$ cat config.mk
export PLATFORM = sky130hd
export DESIGN_NAME = ext_arith_unit
export DESIGN_NICKNAME = d
export VERILOG_FILES = /design/src/hw/eau_pkg.sv /design/src/hw/ext_arith_unit.sv
export SDC_FILE = /design/constraint.sdc
export NUM_CORES = 1
export LEC_CHECK = 0
export BUFFER_PORTS_ARGS = -buffer_cell sky130_fd_sc_hd__buf_2
export CORE_ASPECT_RATIO = 0.6
export CORE_UTILIZATION = 47
export DETAILED_ROUTE_END_ITERATION = 10
export PLACE_DENSITY_LB_ADDON = 0.3
export SKIP_CTS_REPAIR_TIMING = 1
export SLEW_MARGIN = 20
export SYNTH_ARGS = -nofsm -noshare
export SYNTH_HDL_FRONTEND = slang
export SYNTH_SLANG_ARGS = --single-unit
$ cat constraint.sdc
create_clock -name mclk -period 5.4 [get_ports mclk]
set_input_delay 0.27 -clock mclk [delete_from_list [all_inputs] [get_ports mclk]]
set_output_delay 0.27 -clock mclk [all_outputs]
set_load 0.03 [all_outputs]
$ cat src/hw/eau_pkg.sv
// constants, register map and state layout of the extended arithmetic unit
// assumes an axi4-lite master on the same clock and 18-bit words, bit 0 the msb
package eau_pkg;
    localparam int ADDR_W = 8;
    localparam int WORD_W = 18;
    localparam int STEP_W = 6;
    // register byte offsets
    localparam logic [7:0] OFF_INSTR = 8'h00;
    localparam logic [7:0] OFF_MAIN = 8'h04;
    localparam logic [7:0] OFF_QUOT = 8'h08;
    localparam logic [7:0] OFF_STEP = 8'h0C;
    localparam logic [7:0] OFF_LINK = 8'h10;
    localparam logic [7:0] OFF_STATUS = 8'h14;
    localparam logic [7:0] ADDR_WORD_MASK = 8'hFC;
    // status field positions
    localparam int ST_BUSY_BIT = 0;
    localparam int ST_DONE_BIT = 1;
    localparam int ST_SIGN_BIT = 2;
    // instruction word fields, vector index = 17 - documented bit number
    localparam int OP_HI = 8;
    localparam int OP_LO = 6;
    localparam int CNT_HI = 5;
    localparam int MAG_HI = 11;
    localparam int MAG_LO = 10;
    localparam int SIGN_CAP_BIT = 12;
    localparam int CPL_QUOT_BIT = 2;
    localparam int OR_QUOT_BIT = 1;
    localparam int OR_STEP_BIT = 0;
    localparam logic [2:0] OP_SETUP = 3'h0;
    localparam logic [2:0] OP_ALIGN = 3'h4;
    localparam logic [2:0] OP_ACC_SHL = 3'h7;
    localparam logic [1:0] MAG_SEL = 2'h2;
    localparam logic [17:0] SIGN_MAG_CODE = 18'o664000;
    localparam logic [1:0] RESP_OKAY = 2'h0;
    localparam logic [1:0] RESP_SLVERR = 2'h2;

    typedef enum logic [1:0] {
        ST_IDLE = 2'b01,
        ST_SHIFT = 2'b10
    } state_t;

    typedef struct packed {
        state_t st;
        logic [17:0] instr;
        logic [17:0] main;
        logic [17:0] quot;
        logic [5:0] step;
        logic link;
        logic sign;
        logic align;
        logic done;
        logic aw_got;
        logic w_got;
        logic [7:0] awaddr;
        logic [31:0] wdata;
        logic [3:0] wstrb;
        logic awready;
        logic wready;
        logic bvalid;
        logic [1:0] bresp;
        logic arready;
        logic rvalid;
        logic [31:0] rdata;
        logic [1:0] rresp;
    } regs_t;

    localparam regs_t REGS_RST = '{
        st: ST_IDLE, instr: 18'h00000, main: 18'h00000, quot: 18'h00000, step: 6'h00,
        link: 1'b0, sign: 1'b0, align: 1'b0, done: 1'b0, aw_got: 1'b0, w_got: 1'b0,
        awaddr: 8'h00, wdata: 32'h00000000, wstrb: 4'h0, awready: 1'b1, wready: 1'b1,
        bvalid: 1'b0, bresp: 2'h0, arready: 1'b1, rvalid: 1'b0, rdata: 32'h00000000,
        rresp: 2'h0
    };
endpackage

$ cat src/hw/ext_arith_unit.sv
// extended arithmetic unit: align, accumulator shift, setup and sign-magnitude ops
// assumes an axi4-lite master clocked by mclk; one write and one read in flight
`timescale 1ns/1ps

module ext_arith_unit (
    input wire logic mclk,
    input wire logic arst_n,
    input wire logic [eau_pkg::ADDR_W-1:0] s_axil_awaddr,
    input wire logic [2:0] s_axil_awprot,
    input wire logic s_axil_awvalid,
    output logic s_axil_awready,
    input wire logic [31:0] s_axil_wdata,
    input wire logic [3:0] s_axil_wstrb,
    input wire logic s_axil_wvalid,
    output logic s_axil_wready,
    output logic [1:0] s_axil_bresp,
    output logic s_axil_bvalid,
    input wire logic s_axil_bready,
    input wire logic [eau_pkg::ADDR_W-1:0] s_axil_araddr,
    input wire logic [2:0] s_axil_arprot,
    input wire logic s_axil_arvalid,
    output logic s_axil_arready,
    output logic [31:0] s_axil_rdata,
    output logic [1:0] s_axil_rresp,
    output logic s_axil_rvalid,
    input wire logic s_axil_rready
);
    import eau_pkg::*;

    regs_t r;
    regs_t n;
    logic [31:0] wv;
    logic [31:0] old_word;
    logic [7:0] wa;
    logic [7:0] ra;
    logic [17:0] ins;
    logic [17:0] main1;
    logic [17:0] quot1;
    logic busy;
    logic set_done;
    logic clr_done;

    function automatic logic [31:0] merge(input logic [31:0] old, input logic [31:0] nw,
                                          input logic [3:0] strb);
        logic [31:0] res;
        res = old;
        for (int b = 0; b < 4; b++) begin
            if (strb[b]) begin
                res[8*b +: 8] = nw[8*b +: 8];
            end
        end
        return res;
    endfunction

    ////////////////////////////////////////////////////////////////////////////
    always_comb begin
        n = r;
        wv = 32'h00000000;
        old_word = 32'h00000000;
        ins = 18'h00000;
        main1 = r.main;
        quot1 = r.quot;
        set_done = 1'b0;
        clr_done = 1'b0;
        busy = (r.st == ST_SHIFT);
        wa = r.awaddr & ADDR_WORD_MASK;
        ra = s_axil_araddr & ADDR_WORD_MASK;

        // shift engine; bus writes to instr, main, quot and link are refused while busy
        case (r.st)
            ST_IDLE: begin
            end
            ST_SHIFT: begin
                // the stop test comes before the shift, so an aligned word takes no step
                // stop on count or align
                if (r.step == 6'h00 || (r.align && r.main[17] != r.main[16])) begin
                    n.st = ST_IDLE;
                    set_done = 1'b1;
                end else begin
                    if (r.align) begin
                        {n.main, n.quot} = {r.main[16:0], r.quot, r.link};
                    end else begin
                        n.main = {r.main[16:0], r.link};
                    end
                    // starting at minus the count leaves shifts minus count behind
                    // count up toward zero
                    n.step = 6'(r.step + 6'h01);
                end
            end
            default: begin
                // a lost state code falls back to idle
                n.st = ST_IDLE;
            end
        endcase

        ////////////////////////////////////////////////////////////////////////
        // write address and data channels, taken in either order
        // both stay refused until the response is taken: one write in flight
        if (r.awready && s_axil_awvalid) begin
            n.aw_got = 1'b1;
            n.awready = 1'b0;
            n.awaddr = s_axil_awaddr;
        end
        if (r.wready && s_axil_wvalid) begin
            n.w_got = 1'b1;
            n.wready = 1'b0;
            n.wdata = s_axil_wdata;
            n.wstrb = s_axil_wstrb;
        end

        if (r.aw_got && r.w_got && !r.bvalid) begin
            n.aw_got = 1'b0;
            n.w_got = 1'b0;
            n.bvalid = 1'b1;
            n.bresp = RESP_OKAY;
            case (wa)
                OFF_INSTR: old_word = {14'h0000, r.instr};
                OFF_MAIN: old_word = {14'h0000, r.main};
                OFF_QUOT: old_word = {14'h0000, r.quot};
                OFF_LINK: old_word = {31'h00000000, r.link};
                default: old_word = 32'h00000000;
            endcase

            wv = merge(old_word, r.wdata, r.wstrb);
            case (wa)
                OFF_INSTR: begin
                    if (busy) begin
                        n.bresp = RESP_SLVERR;
                    end else begin
                        ins = wv[17:0];
                        n.instr = ins;
                        if (ins == SIGN_MAG_CODE) begin
                            // this code moves the sign to the link only; the sign register keeps its value
                            // sign to link, then magnitude
                            n.link = r.main[17];
                            if (r.main[17]) begin
                                main1 = ~r.main;
                            end
                        end else begin
                            if (ins[SIGN_CAP_BIT] || ins[MAG_HI:MAG_LO] == MAG_SEL) begin
                                n.sign = r.main[17];
                            end

                            if (ins[MAG_HI:MAG_LO] == MAG_SEL && r.main[17]) begin
                                main1 = ~r.main;
                            end
                        end

                        case (ins[OP_HI:OP_LO])
                            OP_SETUP: begin
                                // complement first, so the or below sees the new quotient
                                // complement quotient
                                if (ins[CPL_QUOT_BIT]) begin
                                    quot1 = ~r.quot;
                                end
                                if (ins[OR_QUOT_BIT]) begin
                                    main1 = main1 | quot1;
                                end
                                if (ins[OR_STEP_BIT]) begin
                                    main1[5:0] = main1[5:0] | r.step;
                                end
                                set_done = 1'b1;
                            end
                            OP_ALIGN, OP_ACC_SHL: begin
                                n.step = 6'(6'h00 - ins[CNT_HI:0]);
                                n.align = (ins[OP_HI:OP_LO] == OP_ALIGN);
                                n.st = ST_SHIFT;
                            end
                            default: begin
                                // other operation codes belong to neighbouring logic
                                set_done = 1'b1;
                            end
                        endcase

                        n.main = main1;
                        n.quot = quot1;
                    end
                end

                OFF_MAIN: begin
                    if (busy) begin
                        n.bresp = RESP_SLVERR;
                    end else begin
                        n.main = wv[17:0];
                    end
                end

                OFF_QUOT: begin
                    if (busy) begin
                        n.bresp = RESP_SLVERR;
                    end else begin
                        n.quot = wv[17:0];
                    end
                end

                OFF_LINK: begin
                    if (busy) begin
                        n.bresp = RESP_SLVERR;
                    end else begin
                        n.link = wv[0];
                    end
                end

                OFF_STATUS: begin
                    if (r.wstrb[0] && r.wdata[ST_DONE_BIT]) begin
                        clr_done = 1'b1;
                    end
                end

                OFF_STEP: begin
                    // counter is read only; write is accepted and ignored
                end
                default: begin
                    // unmapped words answer with an error and change nothing
                    n.bresp = RESP_SLVERR;
                end
            endcase
        end

        if (r.bvalid && s_axil_bready) begin
            n.bvalid = 1'b0;
            n.awready = 1'b1;
            n.wready = 1'b1;
        end

        // done is not cleared by a new instruction; software clears it
        // set wins over a software clear in the same cycle
        n.done = (r.done & ~clr_done) | set_done;

        ////////////////////////////////////////////////////////////////////////
        // read channel, one cycle from address to data
        // arready stays low until the data is taken: one read in flight
        if (r.arready && s_axil_arvalid) begin
            n.arready = 1'b0;
            n.rvalid = 1'b1;
            n.rresp = RESP_OKAY;
            case (ra)
                OFF_INSTR: n.rdata = {14'h0000, r.instr};
                OFF_MAIN: n.rdata = {14'h0000, r.main};
                OFF_QUOT: n.rdata = {14'h0000, r.quot};
                OFF_STEP: n.rdata = {26'h0000000, r.step};
                OFF_LINK: n.rdata = {31'h00000000, r.link};
                OFF_STATUS: n.rdata = {29'h00000000, r.sign, r.done, busy};
                default: begin
                    n.rdata = 32'h00000000;
                    n.rresp = RESP_SLVERR;
                end
            endcase
        end

        if (r.rvalid && s_axil_rready) begin
            n.rvalid = 1'b0;
            n.arready = 1'b1;
        end
    end

    ////////////////////////////////////////////////////////////////////////////
    // reset leaves the bus ready, the engine idle and every register zero
    always_ff @(posedge mclk or negedge arst_n) begin
        if (!arst_n) begin
            r <= REGS_RST;
        end else begin
            r <= n;
        end
    end

    // prot signals carry no meaning for this register file
    assign s_axil_awready = r.awready;
    assign s_axil_wready = r.wready;
    assign s_axil_bvalid = r.bvalid;
    assign s_axil_bresp = r.bresp;
    assign s_axil_arready = r.arready;
    assign s_axil_rvalid = r.rvalid;
    assign s_axil_rdata = r.rdata;
    assign s_axil_rresp = r.rresp;
endmodule

==> metrics.md, run 1 <==
| Metric | Value |
|---|---|
| Via count | `7,477` |
| Largest net degree at the start of global routing | `65` |
| Post-synth top area share | `35.0%` |
| Post-Synthesis Cells | `921` |
| Cell area after synthesis | `8300 um^2` |
| PortBufs | `64` |
| Clk pin slew, worst setup/hold paths | `70 ps` |
| Routed len/inst | `22.6 um` |
| Critical Setup Path Class | `register to register` |
| Root Driver | `clkbuf_16` |
| First-pass GRT wire length | `41,600 um` |
| Fraction of layout cells with a size suffix above 1 | `20.0%` |
| Initial Util | `48.2%` |
| Die height | `105 um` |
| Final setup vio count | `0` |
| Nets | `995` |
| Leak | `4.02 nW` |
| Routed WL | `26,500 um` |
| Crit-path max FO | `28` |
| Least-Margin Pin Slew | `1160 ps` |
| TritonCTS clock tree | `done` |
| Final period util | `73.7%` |
| Area leader, netlist | `dfrtp_1` |
| Util after Layout | `53.0%` |
| Clock sinks | `120` |
| DRT iter0 DRCs | `1,144` |
| Synth top area cells | `dfrtp_1, mux2i_1, mux2_2` |
| Pre-antenna DRT Iters | `6` |
| Violations in the final reports | `hold timing` |
| Synth Area per Inst | `9.02 um^2` |
| Top FF cell, synth | `dfrtp_1` |
| RePlAce Congestion | `0.955` |
| CTS H-tree depth | `4` |
| Initial antenna violation count | `1` |
| Most frequent CP cell | `o2111ai_1` |
| Longest Clk Path Bufs | `2` |
| CP startpoint | `r[80]$_DFFE_PN0P_` |
| YS warnings | `0` |
| Crit path launch type | `register` |
| Slowest cell on crit path | `dfrtp_2` |
| Total Routing Usage GR | `30.2%` |
| Core Region | `17,200 um^2` |
| Row cnt | `37` |
| Setup crit end kind | `register` |
| Worst Path Buf+Inv | `0` |
| Die width | `174 um` |
| Max_cap viols | `0` |
| Detail Route Antenna Nets | `0` |
| Fraction of registers with async set/reset | `100%` |
| Total CTS buffers | `17` |
| Vias in the first global route | `7,010` |
| RSZ-0062 raised after global routing | `false` |
| Register area share after synthesis | `36.2%` |
| Max-slew headroom | `22.3%` |
| Post-synth EDFFs | `0` |
| Critical-path cell list | `nor2b_1 > a31o_2 > o22ai_2 > ha_1 > a21boi_0 > o2111ai_1 > nor4_1 > o2111ai_1 > mux2_2` |
| Reg-to-reg startpoint | `r[80]$_DFFE_PN0P_` |
| Status | `complete, but fails checks` |
| Top cell family by delay on the critical path | `compound AO/OA/AOI/OAI gates` |
| Minimum clock period | `3980 ps` |
| DP Wirelength | `18,300 um` |
| CP max stage delay | `790 ps` |
| Vias per cell | `6.39` |
| Power density over the cells | `514 nW/um^2` |
| Max Clock Freq | `251 MHz` |
| # DRC | `0` |
| Final slew viol count | `0` |
| Synth-to-Final Area Change | `9.87%` |
| Cell variety after synth | `73` |
| Skew-Pair Late Insertion Delay | `440 ps` |
| Max VDD drop | `0.000287 V` |
| Yosys reg bits | `120` |
| Hold/Removal Path Class | `input port to async pin` |
| Hold Fails Final Rpt | `62` |
| Minimum hold slack | `-60.5 ps` |
| Antenna diodes | `0` |
| Max Clock Skew | `12.5 ps` |
| Arrival time worst endpoint | `4310 ps` |
| Commonest cells after routing, fill and taps aside | `dfrtp_1, nand2_1, buf_2, o21ai_0, nor2_1` |
| Worst path required time | `5730 ps` |
| Die area | `18,200 um^2` |
| GRT Residual Overflow | `0` |
| Setup_tns | `0 ps` |
| I/O Pins | `106` |
| Most common cell after layout, fill and taps aside | `dfrtp_1` |
## registers in the layout (all words and copies together) (netlist names)
name and flops:
r 95, s_axil_rdata 18, s_axil_arready 1, s_axil_awready 1
s_axil_bresp 1, s_axil_bvalid 1, s_axil_rresp 1, s_axil_rvalid 1
s_axil_wready 1
## cell usage after synthesis (4+ instances only)
library cell,n
nand2_1,110
a22o_1,21
a32oi_1,4
buf_2,14
buf_1,7
xnor2_1,39
a21o_1,5
o221ai_1,5
nor2b_1,9
o21ai_0,63
o22ai_1,11
mux2_2,40
xor2_1,4
dfstp_2,4
nand2b_1,10
a22oi_1,15
nand3_1,16
nand4_1,8
mux2i_1,53
nor4_1,12
inv_1,14
o31a_1,5
o211ai_1,11
o22a_1,7
buf_4,38
dfrtp_1,116
nor2_1,55
a31oi_1,9
clkbuf_1,47
a21oi_1,41
a211oi_1,7
o31ai_1,9
mux4_2,4
and3_1,11
a221oi_1,6
ha_1,6
nor3_1,16
o21a_1,5
buf_6,6
a221o_1,5
## through the flow
stage	setup WS [ps]	std cells	total power, mW	hold slack [ps]	instance area (um^2)
floorplan	2470	936	2.87	-25.6	8360
global placement	1710	1139	3.39	430	8500
detailed placement	1690	1139	3.42	431	8500
CTS	1640	1171	4.63	-21.2	9120
global route	1320	1171	4.91	4.10	9120
finish	1420	1171	4.69	-60.5	9120
## final cells by class
cell class                 instances  area [um^2]
fill                            1616         8100
multi-input combinational        687         4690
sequential                       120         3010
timing repair buffer              83          465
clock buffer                      18          439
tap                              234          293
clock inverter                    14          174
inverter                          15         56.3
## power breakdown
| part | switching [mW] | leakage, nW | internal [mW] |
|---|---|---|---|
| Combinational | 1.15 | 2.16 | 0.751 |
| Clock | 0.461 | 0.288 | 0.739 |
| Sequential | 0.438 | 1.57 | 1.15 |
## worst paths after layout
check / to / slack, ps / cells after the start
max in group asynchronous: r[80]$_DFFE_PN0P_ / 4190 / 2
max: r[90]$_DFFE_PN0P_ / 1420 / 9
min reg2reg: s_axil_arready$_DFFE_PN1P_ / 480 / 2
min in group mclk: s_axil_arready$_DFFE_PN1P_ / -10 / 2
min: r[91]$_DFF_PN0_ / -60 / 1
max reg2reg: r[90]$_DFFE_PN0P_ / 1420 / 9
## per-layer routing
| metal | up-vias | track usage [%] | routed length [um] | share of wire [%] |
|---|---|---|---|---|
| met2 | 464 | 41.5 | 10800 | 41 |
| met5 | - | 0 | 13 | 0.049 |
| li1 | 3344 | - | - | - |
| met1 | 3598 | 44.5 | 11800 | 44 |
| met4 | 2 | 10.3 | 609 | 2.3 |
| met3 | 69 | 8.99 | 3270 | 12 |
## logic make-up (layout without fill, tap and decap cells)
kind of cell / after synthesis / in the layout / synth area share (%)
AOI/OAI and AO/OA: 259 / 259 / 21.7
and+or+nand+nor: 266 / 266 / 15.4
other: 1 / 16 / 0.0452
xor gates and xnor gates: 43 / 43 / 4.54
buffers and inverters: 129 / 130 / 8.33
adders and majority gates: 6 / 6 / 0.904
DFF: 120 / 120 / 36.2
muxes: 97 / 97 / 12.9
(Power assumes the default switching activity.)
==> run 2: changes to the inputs <==
==> constraint.sdc (replaced) <==
create_clock -name mclk -period 4 [get_ports mclk]
set_input_delay 0.2 -clock mclk [delete_from_list [all_inputs] [get_ports mclk]]
set_output_delay 0.2 -clock mclk [all_outputs]
set_load 0.03 [all_outputs]
==> run 2 against run 1 <==
Against the previous run: the run now ends clean; clock skew rose by 0.96 ps; highest routed layer unchanged; utilization increased by 1.8 points; largest cell class unchanged; maximum frequency grew 17%; critical path type unchanged; clock-buffer cell count is the same; worst hold slack better by 62 ps; total power grew 38%; sequential share of layout area shrank 1.1 points.
==> metrics.md, run 2 (synthesis gave the netlist of run 1 again) <==
| Metric | Value |
|---|---|
| Status | `completed` |
| Arrival time worst endpoint | `3700 ps (-610 ps)` |
| Root Driver | `clkbuf_16` |
| CP startpoint | `r[80]$_DFFE_PN0P_` |
| First-pass GRT wire length | `41,800 um (+0.51%)` |
| Row cnt | `37 (unchanged)` |
| Via count | `7,724 (+3.3%)` |
| Clock sinks | `120 (unchanged)` |
| Most common cell after layout, fill and taps aside | `dfrtp_1` |
| Vias per cell | `6.42 (+0.47%)` |
| FF-to-FF path depth | `8 (-1)` |
| Initial Util | `48.2% (unchanged)` |
| RSZ-0062 raised after global routing | `false` |
| Max Clock Skew | `13.4 ps (+0.961 ps)` |
| Most frequent CP cell | `o21ai_0` |
| DP Worst Slack | `768 ps (-924 ps)` |
| DP Area | `8630 um^2 (+1.5%)` |
| Slowest cell on crit path | `o21ai_2` |
| Fraction of layout cells with a size suffix above 1 | `20.6% (+0.68 points)` |
| Nets | `1,027 (+3.2%)` |
| Critical-path cell list | `buf_4 > mux2i_1 > o21ai_0 > a221oi_1 > o21ai_2 > xnor2_1 > a2111oi_0 > o21ai_0` |
| Largest register FFs | `95 (unchanged)` |
| Die width | `174 um (unchanged)` |
| TritonCTS clock tree | `done` |
| Worst path required time | `4300 ps (-1430 ps)` |
| Leak | `4.18 nW (+4.1%)` |
| # DRC | `0 (unchanged)` |
| FF-to-FF setup slack | `600 ps (-820 ps)` |
| Initial antenna violation count | `0 (-1)` |
| Synth-to-Final Area Change | `13.7%` |
| Total Routing Usage GR | `30.2% (about the same)` |
| Crit-path max FO | `21 (-25%)` |
| Crit path launch type | `register` |
| DP Wirelength | `18,600 um (+1.6%)` |
| PortBufs | `64 (unchanged)` |
| Least-Margin Pin Slew | `1140 ps (-27.5 ps)` |
| Setup_tns | `0 ps (unchanged)` |
| Max_cap viols | `0 (unchanged)` |
| Die area | `18,200 um^2 (unchanged)` |
| Reg2Reg Capture Point | `r[116]$_DFF_PN0_` |
| Clk pin slew, worst setup/hold paths | `60 ps (about the same)` |
| Hold Fails Final Rpt | `0 (-100%)` |
| RePlAce Congestion | `0.981 (+2.7%)` |
| Final worst slack | `601 ps (-821 ps)` |
| Final period util | `85.0% (+11 points)` |
| Hold/Removal Path Class | `input port to register` |
| Hold depth | `2` |
| Power density over the cells | `686 nW/um^2 (+33%)` |
| Total CTS buffers | `17 (unchanged)` |
| Max VDD drop | `0.000470 V (+64%)` |
| Worst setup path end | `r[116]$_DFF_PN0_` |
| Routed len/inst | `22.4 um (-0.91%)` |
| Filler cells | `1,581 (-2.2%)` |
| Core Region | `17,200 um^2 (unchanged)` |
| Largest Register | `r` |
| Max Clock Freq | `294 MHz (+17%)` |
| Vias in the first global route | `6,988 (-0.31%)` |
| GRT Residual Overflow | `0 (unchanged)` |
| Skew-Pair Late Insertion Delay | `430 ps (about the same)` |
| Die height | `105 um (unchanged)` |
| Max-slew headroom | `24.2% (+2.0 points)` |
| Detail Route Antenna Nets | `0 (unchanged)` |
| Longest Clk Path Bufs | `2 (unchanged)` |
| Minimum clock period | `3400 ps (-579 ps)` |
| Final setup vio count | `0 (unchanged)` |
| Minimum hold slack | `1.53 ps (+62.0 ps)` |
| CTS H-tree depth | `4 (unchanged)` |
| Design Area, Final | `9440 um^2 (+3.5%)` |
| Critical Setup Path Class | `register to register` |
| Largest net degree at the start of global routing | `64 (-1.5%)` |
| Routed WL | `27,000 um (+1.9%)` |
| DRT iter0 DRCs | `1,166 (+1.9%)` |
| Reg-to-reg startpoint | `r[80]$_DFFE_PN0P_` |
| Setup crit end kind | `register` |
| Pre-antenna DRT Iters | `5 (-1)` |
| I/O Pins | `106 (unchanged)` |
| Final slew viol count | `0 (unchanged)` |
| CP max stage delay | `930 ps (+140 ps)` |
| Commonest cells after routing, fill and taps aside | `dfrtp_1, nand2_1, buf_2, o21ai_0, nor2_1` |
| Util after Layout | `54.8% (+1.8 points)` |
[run 2: cell types whose count changed in the layout (fill, tap and decap cells not counted), sizes merged]
cell         change
dlygate4sd3     +19
buf             +13
clkinvlp         -2
inv              +2
diode            +1
[run 2: how the worst min path moves through the flow]
stage	slack, ps	startpoint	to
after floorplan	-100	arst_n	r[100]$_DFFE_PN0P_
after global placement	370	arst_n	r[49]$_DFFE_PN0P_
after detailed placement	370	arst_n	r[49]$_DFFE_PN0P_
after CTS	-80	arst_n	r[47]$_DFFE_PN0P_
after global routing	2	s_axil_wdata[10]	r[55]$_DFFE_PN0P_
final	2	s_axil_wdata[2]	r[47]$_DFFE_PN0P_
[run 2: cell type report]
type / count / area [um^2] / area share, %
multi-input cells: 687 / 4680 / 49.5
clock inverters: 14 / 173 / 1.83
flip-flops and latches: 120 / 3010 / 31.9
clock buffers: 18 / 439 / 4.65
diodes: 1 / 2.50 / 0.0265
repair buffers: 115 / 791 / 8.38
well taps: 234 / 293 / 3.10
inverters: 15 / 56.3 / 0.596
[run 2: critical path: cells and delay by family, from the launching register on]
family | cells | cell delay (ps)
buffers and inverters | 1 | 360
AO/OA/AOI/OAI | 5 | 2050
multiplexers | 1 | 110
XOR/XNOR | 1 | 120
flip-flops | 1 | 610
[run 2: per-layer routing]
| metal | GRT usage, % | up-vias | wire [um] |
|---|---|---|---|
| li1 | - | 3396 | - |
| met1 | 45.8 | 3758 | 12000 |
| met2 | 40.3 | 505 | 11100 |
| met3 | 9.53 | 63 | 3390 |
| met4 | 7.96 | 2 | 519 |
| met5 | 2.50 | - | 55 |
[run 2: per-stage QoR]
step,cells,power (mW)
after floorplan,936,3.88
after global placement,1152,4.68
after detailed placement,1152,4.72
after CTS,1184,6.36
after global routing,1203,6.76
final,1204,6.48
[run 2: power breakdown]
group / switching [mW] / leakage, nW / internal [mW] / total, mW
Sequential: 0.523 / 1.57 / 1.55 / 2.08
Clock: 0.634 / 0.297 / 1.00 / 1.63
Combinational: 1.66 / 2.32 / 1.11 / 2.77
==> run 3: changes to the inputs <==
==> constraint.sdc (replaced) <==
create_clock -name mclk -period 2.75 [get_ports mclk]
set_input_delay 0.1375 -clock mclk [delete_from_list [all_inputs] [get_ports mclk]]
set_output_delay 0.1375 -clock mclk [all_outputs]
set_load 0.03 [all_outputs]
==> run 3 against run 2 <==
Against the previous run: critical path depth increased by 1; via count up 5.6%; total power up 67%; worst hold slack better by 140 ps; sequential share of layout area fell by 3.8 points; non-clock buffer count up 126; largest cell class unchanged.
==> metrics.md, run 3 (synthesis gave the netlist of run 1 again) <==
| Metric | Value |
|---|---|
| Status | `completed` |
| PortBufs | `64 (unchanged)` |
| Vias per cell | `6.13 (-4.4%)` |
| Largest net degree at the start of global routing | `52 (-19%)` |
| Largest Register | `r` |
| Max_cap viols | `0 (unchanged)` |
| Max Clock Skew | `15.6 ps (+2.13 ps)` |
| DP Wirelength | `21,200 um (+14%)` |
| Worst path required time | `3070 ps (-1230 ps)` |
| CTS H-tree depth | `4 (unchanged)` |
| RePlAce Congestion | `0.989 (+0.77%)` |
| Clk pin slew, worst setup/hold paths | `60 ps (about the same)` |
| TritonCTS clock tree | `done` |
| Row cnt | `37 (unchanged)` |
| I/O Pins | `106 (unchanged)` |
| Final worst slack | `10.1 ps (-591 ps)` |
| Routed len/inst | `22.3 um (-0.39%)` |
| Skew-Pair Late Insertion Delay | `430 ps (about the same)` |
| Power density over the cells | `1010 nW/um^2 (+47%)` |
| Pre-antenna DRT Iters | `6 (+1)` |
| Antenna diodes | `0 (-1)` |
| Final setup vio count | `0 (unchanged)` |
| RSZ-0062 raised after global routing | `true` |
| Sequential Power Share | `26.2% (-5.9 points)` |
| Detail Route Antenna Nets | `0 (unchanged)` |
| Die area | `18,200 um^2 (unchanged)` |
| Setup crit end kind | `register` |
| Clock sinks | `120 (unchanged)` |
| Minimum hold slack | `140 ps (+138 ps)` |
| Clock power share | `24.1% (-1.1 points)` |
| Filler cells | `1,469 (-7.1%)` |
| Least-Margin Pin Slew | `968 ps (-168 ps)` |
| Arrival time worst endpoint | `3060 ps (-640 ps)` |
| Dpl cells | `1,245 (+8.1%)` |
| Minimum clock period | `2740 ps (-659 ps)` |
| Vias in the first global route | `7,474 (+7.0%)` |
| GRT Residual Overflow | `0 (unchanged)` |
| Initial antenna violation count | `0 (unchanged)` |
| Max Clock Freq | `365 MHz (+24%)` |
| Hold/Removal Path Class | `input port to register` |
| Slowest cell on crit path | `or4_4` |
| Final slew viol count | `0 (unchanged)` |
| Post-Layout Cell Count | `1,329 (+10%)` |
| Largest register FFs | `95 (unchanged)` |
| Max-slew headroom | `35.3% (+11 points)` |
| # DRC | `0 (unchanged)` |
| Max VDD drop | `0.000506 V (+7.5%)` |
| Initial Util | `48.2% (unchanged)` |
| DRT iter0 DRCs | `989 (-15%)` |
| Hold Fails Final Rpt | `0 (unchanged)` |
| Longest Clk Path Bufs | `2 (unchanged)` |
| Crit-path max FO | `5 (-76%)` |
| Logic gate share of total power | `49.7% (+7.0 points)` |
| Total Routing Usage GR | `32.3% (+2.1 points)` |
| Most frequent CP cell | `nor4_1` |
| Core Region | `17,200 um^2 (unchanged)` |
| Root Driver | `clkbuf_16` |
| Die height | `105 um (unchanged)` |
| Die width | `174 um (unchanged)` |
| Nets | `1,153 (+12%)` |
| Synth-to-Final Area Change | `29.2%` |
| NetSw | `4.41 mW (+56%)` |
| Critical-path cell list | `or4_4 > buf_4 > clkbuf_16 > nor4_1 > a221oi_1 > nand4_1 > nor4_1 > a211oi_1 > mux2_2` |
| Routed WL | `29,700 um (+10%)` |
| Leak | `4.90 nW (+17%)` |
| Net Sw Frac | `40.6% (-2.9 points)` |
| First-pass GRT wire length | `44,200 um (+5.9%)` |
| Total CTS buffers | `17 (unchanged)` |
| Via count | `8,153 (+5.6%)` |
| Fraction of layout cells with a size suffix above 1 | `29.8% (+9.1 points)` |
| CP max stage delay | `620 ps (-310 ps)` |
| Crit path launch type | `register` |
| Most common cell after layout, fill and taps aside | `buf_4` |
| Commonest cells after routing, fill and taps aside | `buf_4, dfrtp_1, nand2_1, buf_2, o21ai_0` |
| Critical Setup Path Class | `register to register` |
| DP Worst Slack | `-0.526 ps (-769 ps)` |
| Final period util | `99.6% (+15 points)` |
| Pint | `6.44 mW (+76%)` |
==> run 3: per-layer routing <==
metal,up-vias,track usage (%),wire length (um)
li1,3651,-,-
met1,3955,47.4,13200
met2,488,45.9,12400
met3,59,9.13,3440
met4,0,8.83,611
met5,-,0,0
==> run 3: cell type report <==
class	count	area [um^2]	share of cell area (%)
clock buffers	20	447	4.16
clock inverters	12	223	2.08
inverters	15	56.3	0.525
multi-input cells	687	4760	44.4
flip-flops and latches	120	3010	28.1
well taps	234	293	2.73
repair buffers	241	1940	18.1
==> run 3: worst paths after layout <==
check | start | endpoint | slack, ps | cells after the start
worst max-delay path | r[83]$_DFFE_PN0P_ | r[89]$_DFFE_PN0P_ | 10 | 9
worst min-delay path | s_axil_araddr[4] | s_axil_rresp[1]$_DFFE_PN0P_ | 140 | 3
worst max register to register | r[83]$_DFFE_PN0P_ | r[89]$_DFFE_PN0P_ | 10 | 9
worst min register to register | s_axil_rvalid$_DFFE_PN0P_ | s_axil_rvalid$_DFFE_PN0P_ | 490 | 1
max in group asynchronous | arst_n | s_axil_arready$_DFFE_PN1P_ | 1620 | 3
min in group asynchronous | arst_n | r[133]$_DFFE_PN0P_ | 270 | 2
==> run 3: critical path, delay by kind of cell, from the launching register on <==
kind,cells,cell delay [ps]
DFF,1,410
AOI/OAI and AO/OA,2,340
buffers and inverters,2,330
muxes,1,360
and+or+nand+nor,4,1190
==> run 3: per-stage QoR <==
stage	instance area [um^2]	power (mW)	setup TNS [ps]	util [%]
5_1_grt	10700	11.3	-198	62.3
3_5_place_dp	9410	7.58	-0.526	54.6
4_1_cts	10100	10.2	-86.3	58.5
6_report	10700	10.9	0	62.3
3_3_place_gp	9410	7.54	0	54.6
2_1_floorplan	8380	5.66	0	-
==> run 3: power groups by stage <==
| stage | registers (mW) | logic, mW | clock network [mW] |
|---|---|---|---|
| 3_5_place_dp | 2.83 | 4.74 | 0 |
| 4_1_cts | 2.81 | 4.78 | 2.63 |
| 6_report | 2.84 | 5.39 | 2.62 |
| 2_1_floorplan | 2.64 | 3.03 | 0 |
| 3_3_place_gp | 2.82 | 4.72 | 0 |
| 5_1_grt | 2.89 | 5.72 | 2.69 |
